### config.mk
export PLATFORM = sky130hd
export DESIGN_NAME = uit_test_regs
export DESIGN_NICKNAME = d
export VERILOG_FILES = /design/src/design/uit_pkg.sv /design/src/design/uit_sync_if.sv /design/src/design/uit_pin_sync.sv /design/src/design/uit_test_regs.sv
export SDC_FILE = /design/constraint.sdc
export NUM_CORES = 1
export LEC_CHECK = 0
export BUFFER_PORTS_ARGS = -buffer_cell sky130_fd_sc_hd__buf_2
export CORE_AREA = 2 2 81 83
export CTS_CLUSTER_DIAMETER = 40
export DETAILED_ROUTE_END_ITERATION = 16
export DIE_AREA = 0 0 83 85
export MAX_ROUTING_LAYER = met4
export PLACE_DENSITY = 0.8
export SLEW_MARGIN = 20
export SYNTH_ARGS = -nofsm -noshare
export SYNTH_HDL_FRONTEND = slang
export SYNTH_SLANG_ARGS = --single-unit
### constraint.sdc
create_clock -name core_clk -period 2.44 [get_ports core_clk]
set_input_delay 0.732 -clock core_clk [delete_from_list [all_inputs] [get_ports core_clk]]
set_output_delay 0.732 -clock core_clk [all_outputs]
set_load 0.1 [all_outputs]
### src/design/uit_pkg.sv
// Purpose: Shared constants for the UART test register block
// Assumes: Word-aligned register offsets on the peripheral bus
// Notes:   Widths and resets are fixed, not tunable

package uit_pkg;

	// Bus geometry
	localparam int ADDR_W = 12;
	localparam int DATA_W = 32;

	// Register byte offsets
	localparam logic [11:0] OFS_TEST_CONTROL = 12'h080;
	localparam logic [11:0] OFS_INTEG_INPUT  = 12'h084;
	localparam logic [11:0] OFS_INTEG_OUTPUT = 12'h088;
	localparam logic [11:0] OFS_FIFO_TEST    = 12'h08C;

	// Register widths
	localparam int TCR_W = 3;
	localparam int ITI_W = 8;
	localparam int ITO_W = 14;
	localparam int TDR_W = 11;

	// Register reset values
	localparam logic [2:0]  TCR_RST = 3'h0;
	localparam logic [1:0]  ITI_RST = 2'h0;
	localparam logic [13:0] ITO_RST = 14'h0000;
	localparam logic [10:0] TDR_RST = 11'h000;

	// Test control fields
	localparam int TCR_INTEGRATION_TEST_ENABLE_BIT  = 0;
	localparam int TCR_FIFO_BIT  = 1;
	localparam int TCR_IRTST_BIT = 2;

	// Integration input fields
	localparam int ITI_TXCLR_BIT = 7;
	localparam int ITI_RXCLR_BIT = 6;
	localparam int ITI_PIN_HI    = 5;
	localparam int NUM_PINS      = 6;

	// Integration output split: intra-chip above, primary below
	localparam int ITO_INTRA_LO = 6;

	// Synchroniser depth for pin inputs
	localparam int SYNC_STAGES = 2;

endpackage

### src/design/uit_sync_if.sv
// Purpose: Carries synchronised primary inputs between the pin stage
//          and the register block
// Assumes: Single clock domain core_clk
// Notes:   Bit order matches integration input bits 5..0

`timescale 1ns/1ps

interface uit_sync_if;
	import uit_pkg::*;

	logic [NUM_PINS-1:0] pins_sync;

	modport src
	(
		output pins_sync
	);

	modport dst
	(
		input  pins_sync
	);

endinterface

### src/design/uit_pin_sync.sv
// Purpose: Two-flop synchronisers for the six primary input pins
// Assumes: Pins are asynchronous to core_clk
// Notes:   First stage is read only by the second stage

`timescale 1ns/1ps

module uit_pin_sync
	import uit_pkg::*;
(
	input  wire logic                core_clk,
	input  wire logic                nrst,
	input  wire logic [NUM_PINS-1:0] pins_raw,
	uit_sync_if.src                  sync
);

	genvar g;
	generate
		for (g = 0; g < NUM_PINS; g++)
		begin : g_bit
			logic [SYNC_STAGES-1:0] stage_q;
			logic [SYNC_STAGES-1:0] stage_d;

			always_comb
			begin
				stage_d = {stage_q[SYNC_STAGES-2:0], pins_raw[g]};
			end

			always_ff @(posedge core_clk)
			begin
				if (!nrst)
					stage_q <= '0;
				else
					stage_q <= stage_d;
			end

			assign sync.pins_sync[g] = stage_q[SYNC_STAGES-1];
		end
	endgenerate

endmodule

### src/design/uit_test_regs.sv
// Purpose: Test register block of a UART: test control, integration
//          input and output, and the FIFO test data path
// Assumes: Peripheral bus slave with setup and access phases, no wait
//          states; register data in the low bits of a 32-bit word
// Notes:   Read data is registered in the setup phase so it is stable
//          for the whole access phase

`timescale 1ns/1ps

module uit_test_regs
	import uit_pkg::*;
(
	input  wire logic              core_clk,
	input  wire logic              nrst,
	// Peripheral bus slave
	input  wire logic              psel,
	input  wire logic              penable,
	input  wire logic              pwrite,
	input  wire logic [ADDR_W-1:0] paddr,
	input  wire logic [DATA_W-1:0] pwdata,
	output logic      [DATA_W-1:0] prdata,
	// Primary input pins, order: ring, carrier, cts, dsr, ir in, rx data
	input  wire logic              ring_indicator_n,
	input  wire logic              carrier_detect_n,
	input  wire logic              clear_to_send_n,
	input  wire logic              data_set_ready_n,
	input  wire logic              infrared_serial_in,
	input  wire logic              serial_receive_data,
	// Intra-chip DMA clear inputs and their internal lines
	input  wire logic              tx_dma_clear,
	input  wire logic              rx_dma_clear,
	output logic                   tx_dma_clear_int,
	output logic                   rx_dma_clear_int,
	// Functional outputs from the UART core and their muxed versions
	input  wire logic [ITO_W-1:0]  core_out_func,
	output logic      [ITO_W-1:0]  core_out_mux,
	// Infrared receive gating
	input  wire logic              infrared_tx_active,
	output logic                   infrared_rx_enable,
	// Mode levels towards the UART core
	output logic                   integration_test_enable,
	output logic                   fifo_test_enable,
	output logic                   infrared_test_enable,
	// FIFO test path
	output logic                   rx_fifo_push,
	output logic      [TDR_W-1:0]  rx_fifo_push_data,
	output logic                   tx_fifo_pop,
	input  wire logic [TDR_W-1:0]  tx_fifo_head
);

	uit_sync_if sync_if ();

	uit_pin_sync u_pin_sync
	(
		.core_clk (core_clk),
		.nrst     (nrst),
		.pins_raw ({ring_indicator_n, carrier_detect_n, clear_to_send_n,
			data_set_ready_n, infrared_serial_in, serial_receive_data}),
		.sync     (sync_if.src)
	);

	// Word compare on the register offset; low two bits ignored
	function automatic logic hit(input logic [ADDR_W-1:0] a,
		input logic [11:0] ofs);
		hit = (a[ADDR_W-1:2] == ofs[ADDR_W-1:2]);
	endfunction

	// Bus phases
	logic setup_rd;
	logic access_wr;
	logic access_rd;

	assign setup_rd  = psel && !penable && !pwrite;
	assign access_wr = psel && penable && pwrite;
	assign access_rd = psel && penable && !pwrite;

	// Register select, shared by the read and pop paths
	logic sel_tcr;
	logic sel_iti;
	logic sel_ito;
	logic sel_tdr;

	always_comb
	begin
		sel_tcr = hit(paddr, OFS_TEST_CONTROL);
		sel_iti = hit(paddr, OFS_INTEG_INPUT);
		sel_ito = hit(paddr, OFS_INTEG_OUTPUT);
		sel_tdr = hit(paddr, OFS_FIFO_TEST);
	end

	// Register state
	logic [TCR_W-1:0]  tcr_q;
	logic [TCR_W-1:0]  tcr_d;
	logic [1:0]        iti_q;
	logic [1:0]        iti_d;
	logic [ITO_W-1:0]  ito_q;
	logic [ITO_W-1:0]  ito_d;
	logic [TDR_W-1:0]  tdr_q;
	logic [TDR_W-1:0]  tdr_d;
	logic [DATA_W-1:0] rdata_q;
	logic [DATA_W-1:0] rdata_d;
	logic              push_q;
	logic              push_d;

	// Write side of all four registers
	always_comb
	begin
		tcr_d  = tcr_q;
		iti_d  = iti_q;
		ito_d  = ito_q;
		tdr_d  = tdr_q;
		push_d = 1'b0;
		if (access_wr)
		begin
			if (hit(paddr, OFS_TEST_CONTROL))
				tcr_d = pwdata[TCR_W-1:0];
			if (hit(paddr, OFS_INTEG_INPUT))
				// Only the DMA clear bits store; pin bits are read-only
				iti_d = pwdata[ITI_TXCLR_BIT:ITI_RXCLR_BIT];
			if (hit(paddr, OFS_INTEG_OUTPUT))
				ito_d = pwdata[ITO_W-1:0];
			if (hit(paddr, OFS_FIFO_TEST))
			begin
				tdr_d  = pwdata[TDR_W-1:0];
				push_d = tcr_q[TCR_FIFO_BIT];
			end
		end
	end

	always_ff @(posedge core_clk)
	begin
		if (!nrst)
		begin
			tcr_q  <= TCR_RST;
			iti_q  <= ITI_RST;
			ito_q  <= ITO_RST;
			tdr_q  <= TDR_RST;
			push_q <= 1'b0;
		end
		else
		begin
			tcr_q  <= tcr_d;
			iti_q  <= iti_d;
			ito_q  <= ito_d;
			tdr_q  <= tdr_d;
			push_q <= push_d;
		end
	end

	// Mode levels
	assign integration_test_enable = tcr_q[TCR_INTEGRATION_TEST_ENABLE_BIT];
	assign fifo_test_enable        = tcr_q[TCR_FIFO_BIT];
	assign infrared_test_enable    = tcr_q[TCR_IRTST_BIT];

	// Half-duplex unless infrared test is set; loopback itself lives in
	// the main control register, which software must also set
	assign infrared_rx_enable = infrared_test_enable
		|| !infrared_tx_active;

	// DMA clear test multiplexers
	always_comb
	begin
		if (integration_test_enable)
		begin
			tx_dma_clear_int = iti_q[1];
			rx_dma_clear_int = iti_q[0];
		end
		else
		begin
			tx_dma_clear_int = tx_dma_clear;
			rx_dma_clear_int = rx_dma_clear;
		end
	end

	// Output test multiplexer; stored bits take over in test mode
	assign core_out_mux = integration_test_enable ? ito_q
		: core_out_func;

	// Pop only in the access phase so one read removes one word
	assign tx_fifo_pop = access_rd && sel_tdr
		&& fifo_test_enable;

	// Push uses the stored word one cycle after the write
	assign rx_fifo_push      = push_q;
	assign rx_fifo_push_data = tdr_q;

	// Read word of each register; reserved bits read as zero
	logic [DATA_W-1:0] word_tcr;
	logic [DATA_W-1:0] word_iti;
	logic [DATA_W-1:0] word_ito;
	logic [DATA_W-1:0] word_tdr;

	always_comb
	begin
		word_tcr = '0;
		word_iti = '0;
		word_ito = '0;
		word_tdr = '0;
		word_tcr[TCR_W-1:0] = tcr_q;
		word_iti[ITI_TXCLR_BIT] = tx_dma_clear_int;
		word_iti[ITI_RXCLR_BIT] = rx_dma_clear_int;
		word_iti[ITI_PIN_HI:0]  = sync_if.pins_sync;
		// Intra-chip bits read at the mux output
		word_ito[ITO_W-1:0] = {core_out_mux[ITO_W-1:ITO_INTRA_LO],
			ito_q[ITO_INTRA_LO-1:0]};
		if (fifo_test_enable)
			word_tdr[TDR_W-1:0] = tx_fifo_head;
		else
			word_tdr[TDR_W-1:0] = tdr_q;
	end

	// Read data is captured in the setup phase; the FIFO head is valid
	// then and is only popped in the following access phase. It holds
	// through the access phase and returns to zero once psel drops.
	always_comb
	begin
		rdata_d = '0;
		if (setup_rd)
		begin
			if (sel_tcr)
				rdata_d = word_tcr;
			else if (sel_iti)
				rdata_d = word_iti;
			else if (sel_ito)
				rdata_d = word_ito;
			else if (sel_tdr)
				rdata_d = word_tdr;
		end
		else if (psel)
			rdata_d = rdata_q;
	end

	always_ff @(posedge core_clk)
	begin
		if (!nrst)
			rdata_q <= '0;
		else
			rdata_q <= rdata_d;
	end

	assign prdata = rdata_q;

endmodule

; ---- Word level (Yosys, flattened, before mapping)
; Index checks and enable logic that the tools add are counted.
[word_totals]
reg_bits = 75
[classes]
n_mux = 10
reduce_logical = 16
n_eq_ne = 5
[ops]
columns = operator, count
row1 = 2-to-1 mux 32 bit, 2
row2 = 2-to-1 mux 14 bit, 4
row3 = == test 10 x 6 -> 1 bit (second input constant), 4
row4 = 2-to-1 mux 11 bit, 2
row5 = AND reduction 2 bit, 4
row6 = logical AND 1 bit, 7
row7 = logical NOT 1 bit, 3
row8 = AND reduction 3 bit, 1
row9 = 2-to-1 mux 1 bit, 2
row10 = != test 2 x 1 -> 1 bit (second input constant), 1
row11 = logical OR 1 bit, 1

; ---- Logic depth before layout (Yosys ltp)
[logic_depth]
word_depth = 6
depth_mapped = 6
depth_no_buf = 4

; ---- By module
; Synthesis repeated with hierarchy kept, for this count alone.
[hier_totals]
cells_unflattened = 279
area_unflattened_um2 = 2658.8
[by_module_without_submodules]
columns = module, instances, cells_per_inst, area_per_inst_um2
row1 = uit_test_regs, 1, 248, 2277.2
row2 = uit_pin_sync, 1, 31, 381.6

; ---- Least setup slack after synthesis
; OpenSTA, ideal clock, no wires.
[synth_timing]
path_type = in2out
startpoint = in paddr[9]
endpoint = out tx_fifo_pop
path_stages = 3
arrival_time_ns = 4.306
n_path_buf = 0
required_ns = 1.708
slack_ns = -2.598
path_cell_list = nor4_2 nand3_1 nor4bb_1
[synth_between]
elab_chain_len = 3
[synth_rtl]
columns = element, line
row1 = "start, declared", uit_test_regs.sv:19  ; input wire logic [ADDR_W-1:0] paddr,
row2 = == test 10 x 6 -> 1 bit, uit_test_regs.sv:65  ; hit = (a[ADDR_W-1:2] == ofs[ADDR_W-1:2]);
row3 = logical AND 1 bit, uit_test_regs.sv:180  ; assign tx_fifo_pop = access_rd && sel_tdr
row4 = logical AND 1 bit, uit_test_regs.sv:181  ; && fifo_test_enable;
row5 = "end, declared", uit_test_regs.sv:47  ; output logic tx_fifo_pop,
; Every way passes these cells.

; ---- Final worst setup path
[layout_timing]
startpoint = in paddr[10]
endpoint = out tx_fifo_pop
; The elaborated chain is that of the path after synthesis.

==> summary.md <==
| Metric | Value |
|---|---|
| Outcome | `complete, but fails checks` |
| Failing checks | `negative setup slack` |
| Root Buffer | `clkbuf_8` |
| Top Ports | `148` |
| Critical Path RT | `1.71 ns` |
| First drt pass iteration count | `4` |
| Routed wire length per instance | `14.5 microns` |
| Hold Buf Count CTS | `0` |
| Post-synth EDFFs | `0` |
| DRC | `0` |
| Hold Fails Final Rpt | `0` |
| Number of synthesized register bits | `57` |
| CP Class | `primary input to primary output` |
| Pre-CTS WS | `-0.180 ns` |
| Sequential area share after synthesis | `41.7%` |
| Slew Viols, Final | `0` |
| Num CTS Buffers | `9` |
| Detail Placement HPWL | `5.12 mm` |
| YS warnings | `0` |
| Worst setup EP type | `primary output` |
| # setup viols final | `1` |
| Post-synthesis cell count | `274` |
| Max-Cap Viols | `0` |
| Top FF cell, synth | `dfxtp_1` |
| Rel. slew slack | `67.3%` |
| Finished Core Util | `58.4%` |
| Antenna violations before repair | `0` |
| Routability cong. | `0.814` |
| Die Span Y | `85 microns` |
| Minimum clock period | `2.57 ns` |
| Clk buf depth | `2` |
| Later-pin clock latency in the skew report | `0.33 ns` |
| Finished Layout Cells | `469` |
| Grt met2 use | `35.0%` |
| Net count, final | `470` |
| Worst-path clk slew | `0.06 ns` |
| Crit-path max FO | `2` |
| Core area | `6200 sq um` |
| Die area | `7060 sq um` |
| LEAKAGE | `1.62 nW` |
| Final hold slack | `0.437 ns` |
| Max Clock Skew | `0.00530 ns` |
| Post-route clock period utilization | `105%` |
| Antenna Nets Post-Route | `0` |
| Met1 usage | `22.9%` |
| Post-Synthesis Mean Instance Area | `9.98 sq um` |
| Layout cells sized above 1 | `42.6%` |
| Cells after DPL | `450` |
| N_diodes | `0` |
| PwrDens | `624 nW/um^2` |
| Worst-Margin Slew | `0.484 ns` |
| H-tree depth | `3` |
| Total track usage | `20.4%` |
| Via count of the first global-routing pass | `2235` |
| CTS sink cnt | `57` |
| Global-route met3 utilization | `6.71%` |
| RSZ-0062 raised after global routing | `true` |
| Die width | `83 microns` |
| Vias | `2332` |
| Most Used Layer, Global Route | `met2` |
| Post-synth ARST share | `0%` |
| Port buffer count | `109` |
| Overflow left after global routing | `0` |
| CTS tree | `done` |
| Vias/cell | `4.97` |
| Largest net degree at the start of global routing | `54` |
| Initial DRC Count | `56` |
| Num rows | `29` |
| Hold Path Class | `flop to flop` |
| Type of origin of the critical path | `primary input` |
| Synthesized area | `2740 sq um` |
| Final worst slack | `-0.129 ns` |
| Netlist cell types | `36` |
| Fillers | `559` |
| Fmax | `389 MHz` |
| Peak supply drop | `0.000426 V` |
| Final WL | `6.82 mm` |
| Initial core utilization | `44.1%` |
| Worst Path Arrival | `1.84 ns` |
| First-pass GRT wire length | `10.9 mm` |
| Synth-to-Final Area Change | `32.5%` |
path summary, 6_finish.rpt:
path,start,end,slack [ns],cells past startpoint
setup / recovery,paddr[10],tx_fifo_pop,-0.13,5
hold / removal,u_pin_sync.g_bit[2].stage_q[0],u_pin_sync.g_bit[2].stage_q[1],0.44,1
setup reg to reg,tcr_q[1],prdata[0],0.64,3
hold reg to reg,u_pin_sync.g_bit[2].stage_q[0],u_pin_sync.g_bit[2].stage_q[1],0.44,1
metrics by stage:
stage / cell area (sq um) / TNS [ns] / total power, mW
2_1_floorplan: 2850 / -0.723 / 1.29
3_3_place_gp: 3360 / -0.147 / 1.35
3_5_place_dp: 3360 / -0.180 / 1.35
4_1_cts: 3620 / -0.126 / 2.28
5_1_grt: 3620 / -0.181 / 2.35
6_report: 3620 / -0.129 / 2.26
layout make-up:
class | instances | area [sq um] | share of cell area, %
multi-input cells | 199 | 1490 | 41.0
flip-flops and latches | 57 | 1150 | 31.6
clock buffers | 16 | 221 | 6.11
well taps | 77 | 96.3 | 2.66
repair buffers | 120 | 674 | 18.6
layout by cell type, fill, tap and decap left out, types with 2 or more instances in the layout:
cell type | Yosys | routed
nor2_1 | 3 | 3
mux4_2 | 3 | 3
nand2_1 | 55 | 55
buf_4 | 19 | 10
a2bb2oi_1 | 2 | 2
mux2_4 | 0 | 3
nor4_4 | 2 | 3
dfxtp_1 | 57 | 55
buf_6 | 1 | 3
o21ai_0 | 6 | 6
a31oi_1 | 3 | 3
and3_1 | 2 | 2
nand4_1 | 3 | 3
mux2i_1 | 38 | 38
a21oi_1 | 3 | 3
buf_2 | 4 | 105
o21ai_1 | 2 | 2
buf_12 | 0 | 2
nor2b_1 | 3 | 3
conb_1 | 1 | 18
mux2_1 | 2 | 2
clkbuf_8 | 0 | 14
mux2_2 | 19 | 16
a32o_1 | 3 | 3
and2_1 | 12 | 12
a22o_1 | 6 | 6
worst max-delay path: stages:
cell and delay (ns):
buf_6 0.10, nor4_4 0.30, nand3_2 0.16, nor4bb_4 0.33
buf_12 0.21
routing by layer:
layer	share of wire (%)	wire (microns)
met1	41	2820
met2	51	3460
met3	6.3	427
met4	1.5	101
met5	0	0
power by group:
part	internal [mW]	switching, mW
clock	0.570	0.353
sequential	0.939	0.00225
combinational	0.0862	0.309
total	1.60	0.664
sequential cells by signal (all words and copies together) (netlist names):
name	flops
ito_q	14
prdata	14
u_pin_sync.g_bit.stage_q	12
rx_fifo_push_data	11
tcr_q	3
iti_q	2
rx_fifo_push	1
what timing repair did:
| action | 4_1_cts | 5_1_grt |
|---|---|---|
| setup endpoints to repair | 1 | 1 |
| gates resized for setup | 3 | 0 |
| pin swaps | 4 | 0 |
| setup buffers | 3 | 0 |
synthesized netlist by cell type (2+ instances only):
library cell   n  area (sq um)
clkbuf_1       8          30.0
a21oi_1        3          15.0
nor4_4         2          42.5
mux2i_1       38           380
nor4bb_1       2          20.0
nor2_1         3          11.3
mux2_1         2          22.5
buf_1          3          11.3
a22o_1         6          52.6
nor2b_1        3          18.8
mux4_2         3          67.6
a31oi_1        3          18.8
buf_4         19           143
a2bb2oi_1      2          17.5
nand2_1       55           206
buf_2          4          20.0
dfxtp_1       57          1140
o21ai_1        2          10.0
nand2b_1       2          12.5
and3_1         2          12.5
nand3_1        2          10.0
mux2_2        19           214
a32o_1         3          30.0
o21ai_0        6          30.0
and2_1        12          75.1
nand4_1        3          18.8
kinds of logic (layout without fill, tap and decap cells):
family | count (synthesis) | count (layout) | share of synthesized area, %
multiplexers | 62 | 62 | 25.0
flip-flops | 57 | 57 | 41.7
AND/OR/NAND/NOR | 92 | 92 | 18.3
other | 1 | 18 | 0.137
AO/OA/AOI/OAI | 27 | 27 | 7.00
buffers and inverters | 35 | 136 | 7.87
No activity file was read; power rests on OpenSTA's default activity.
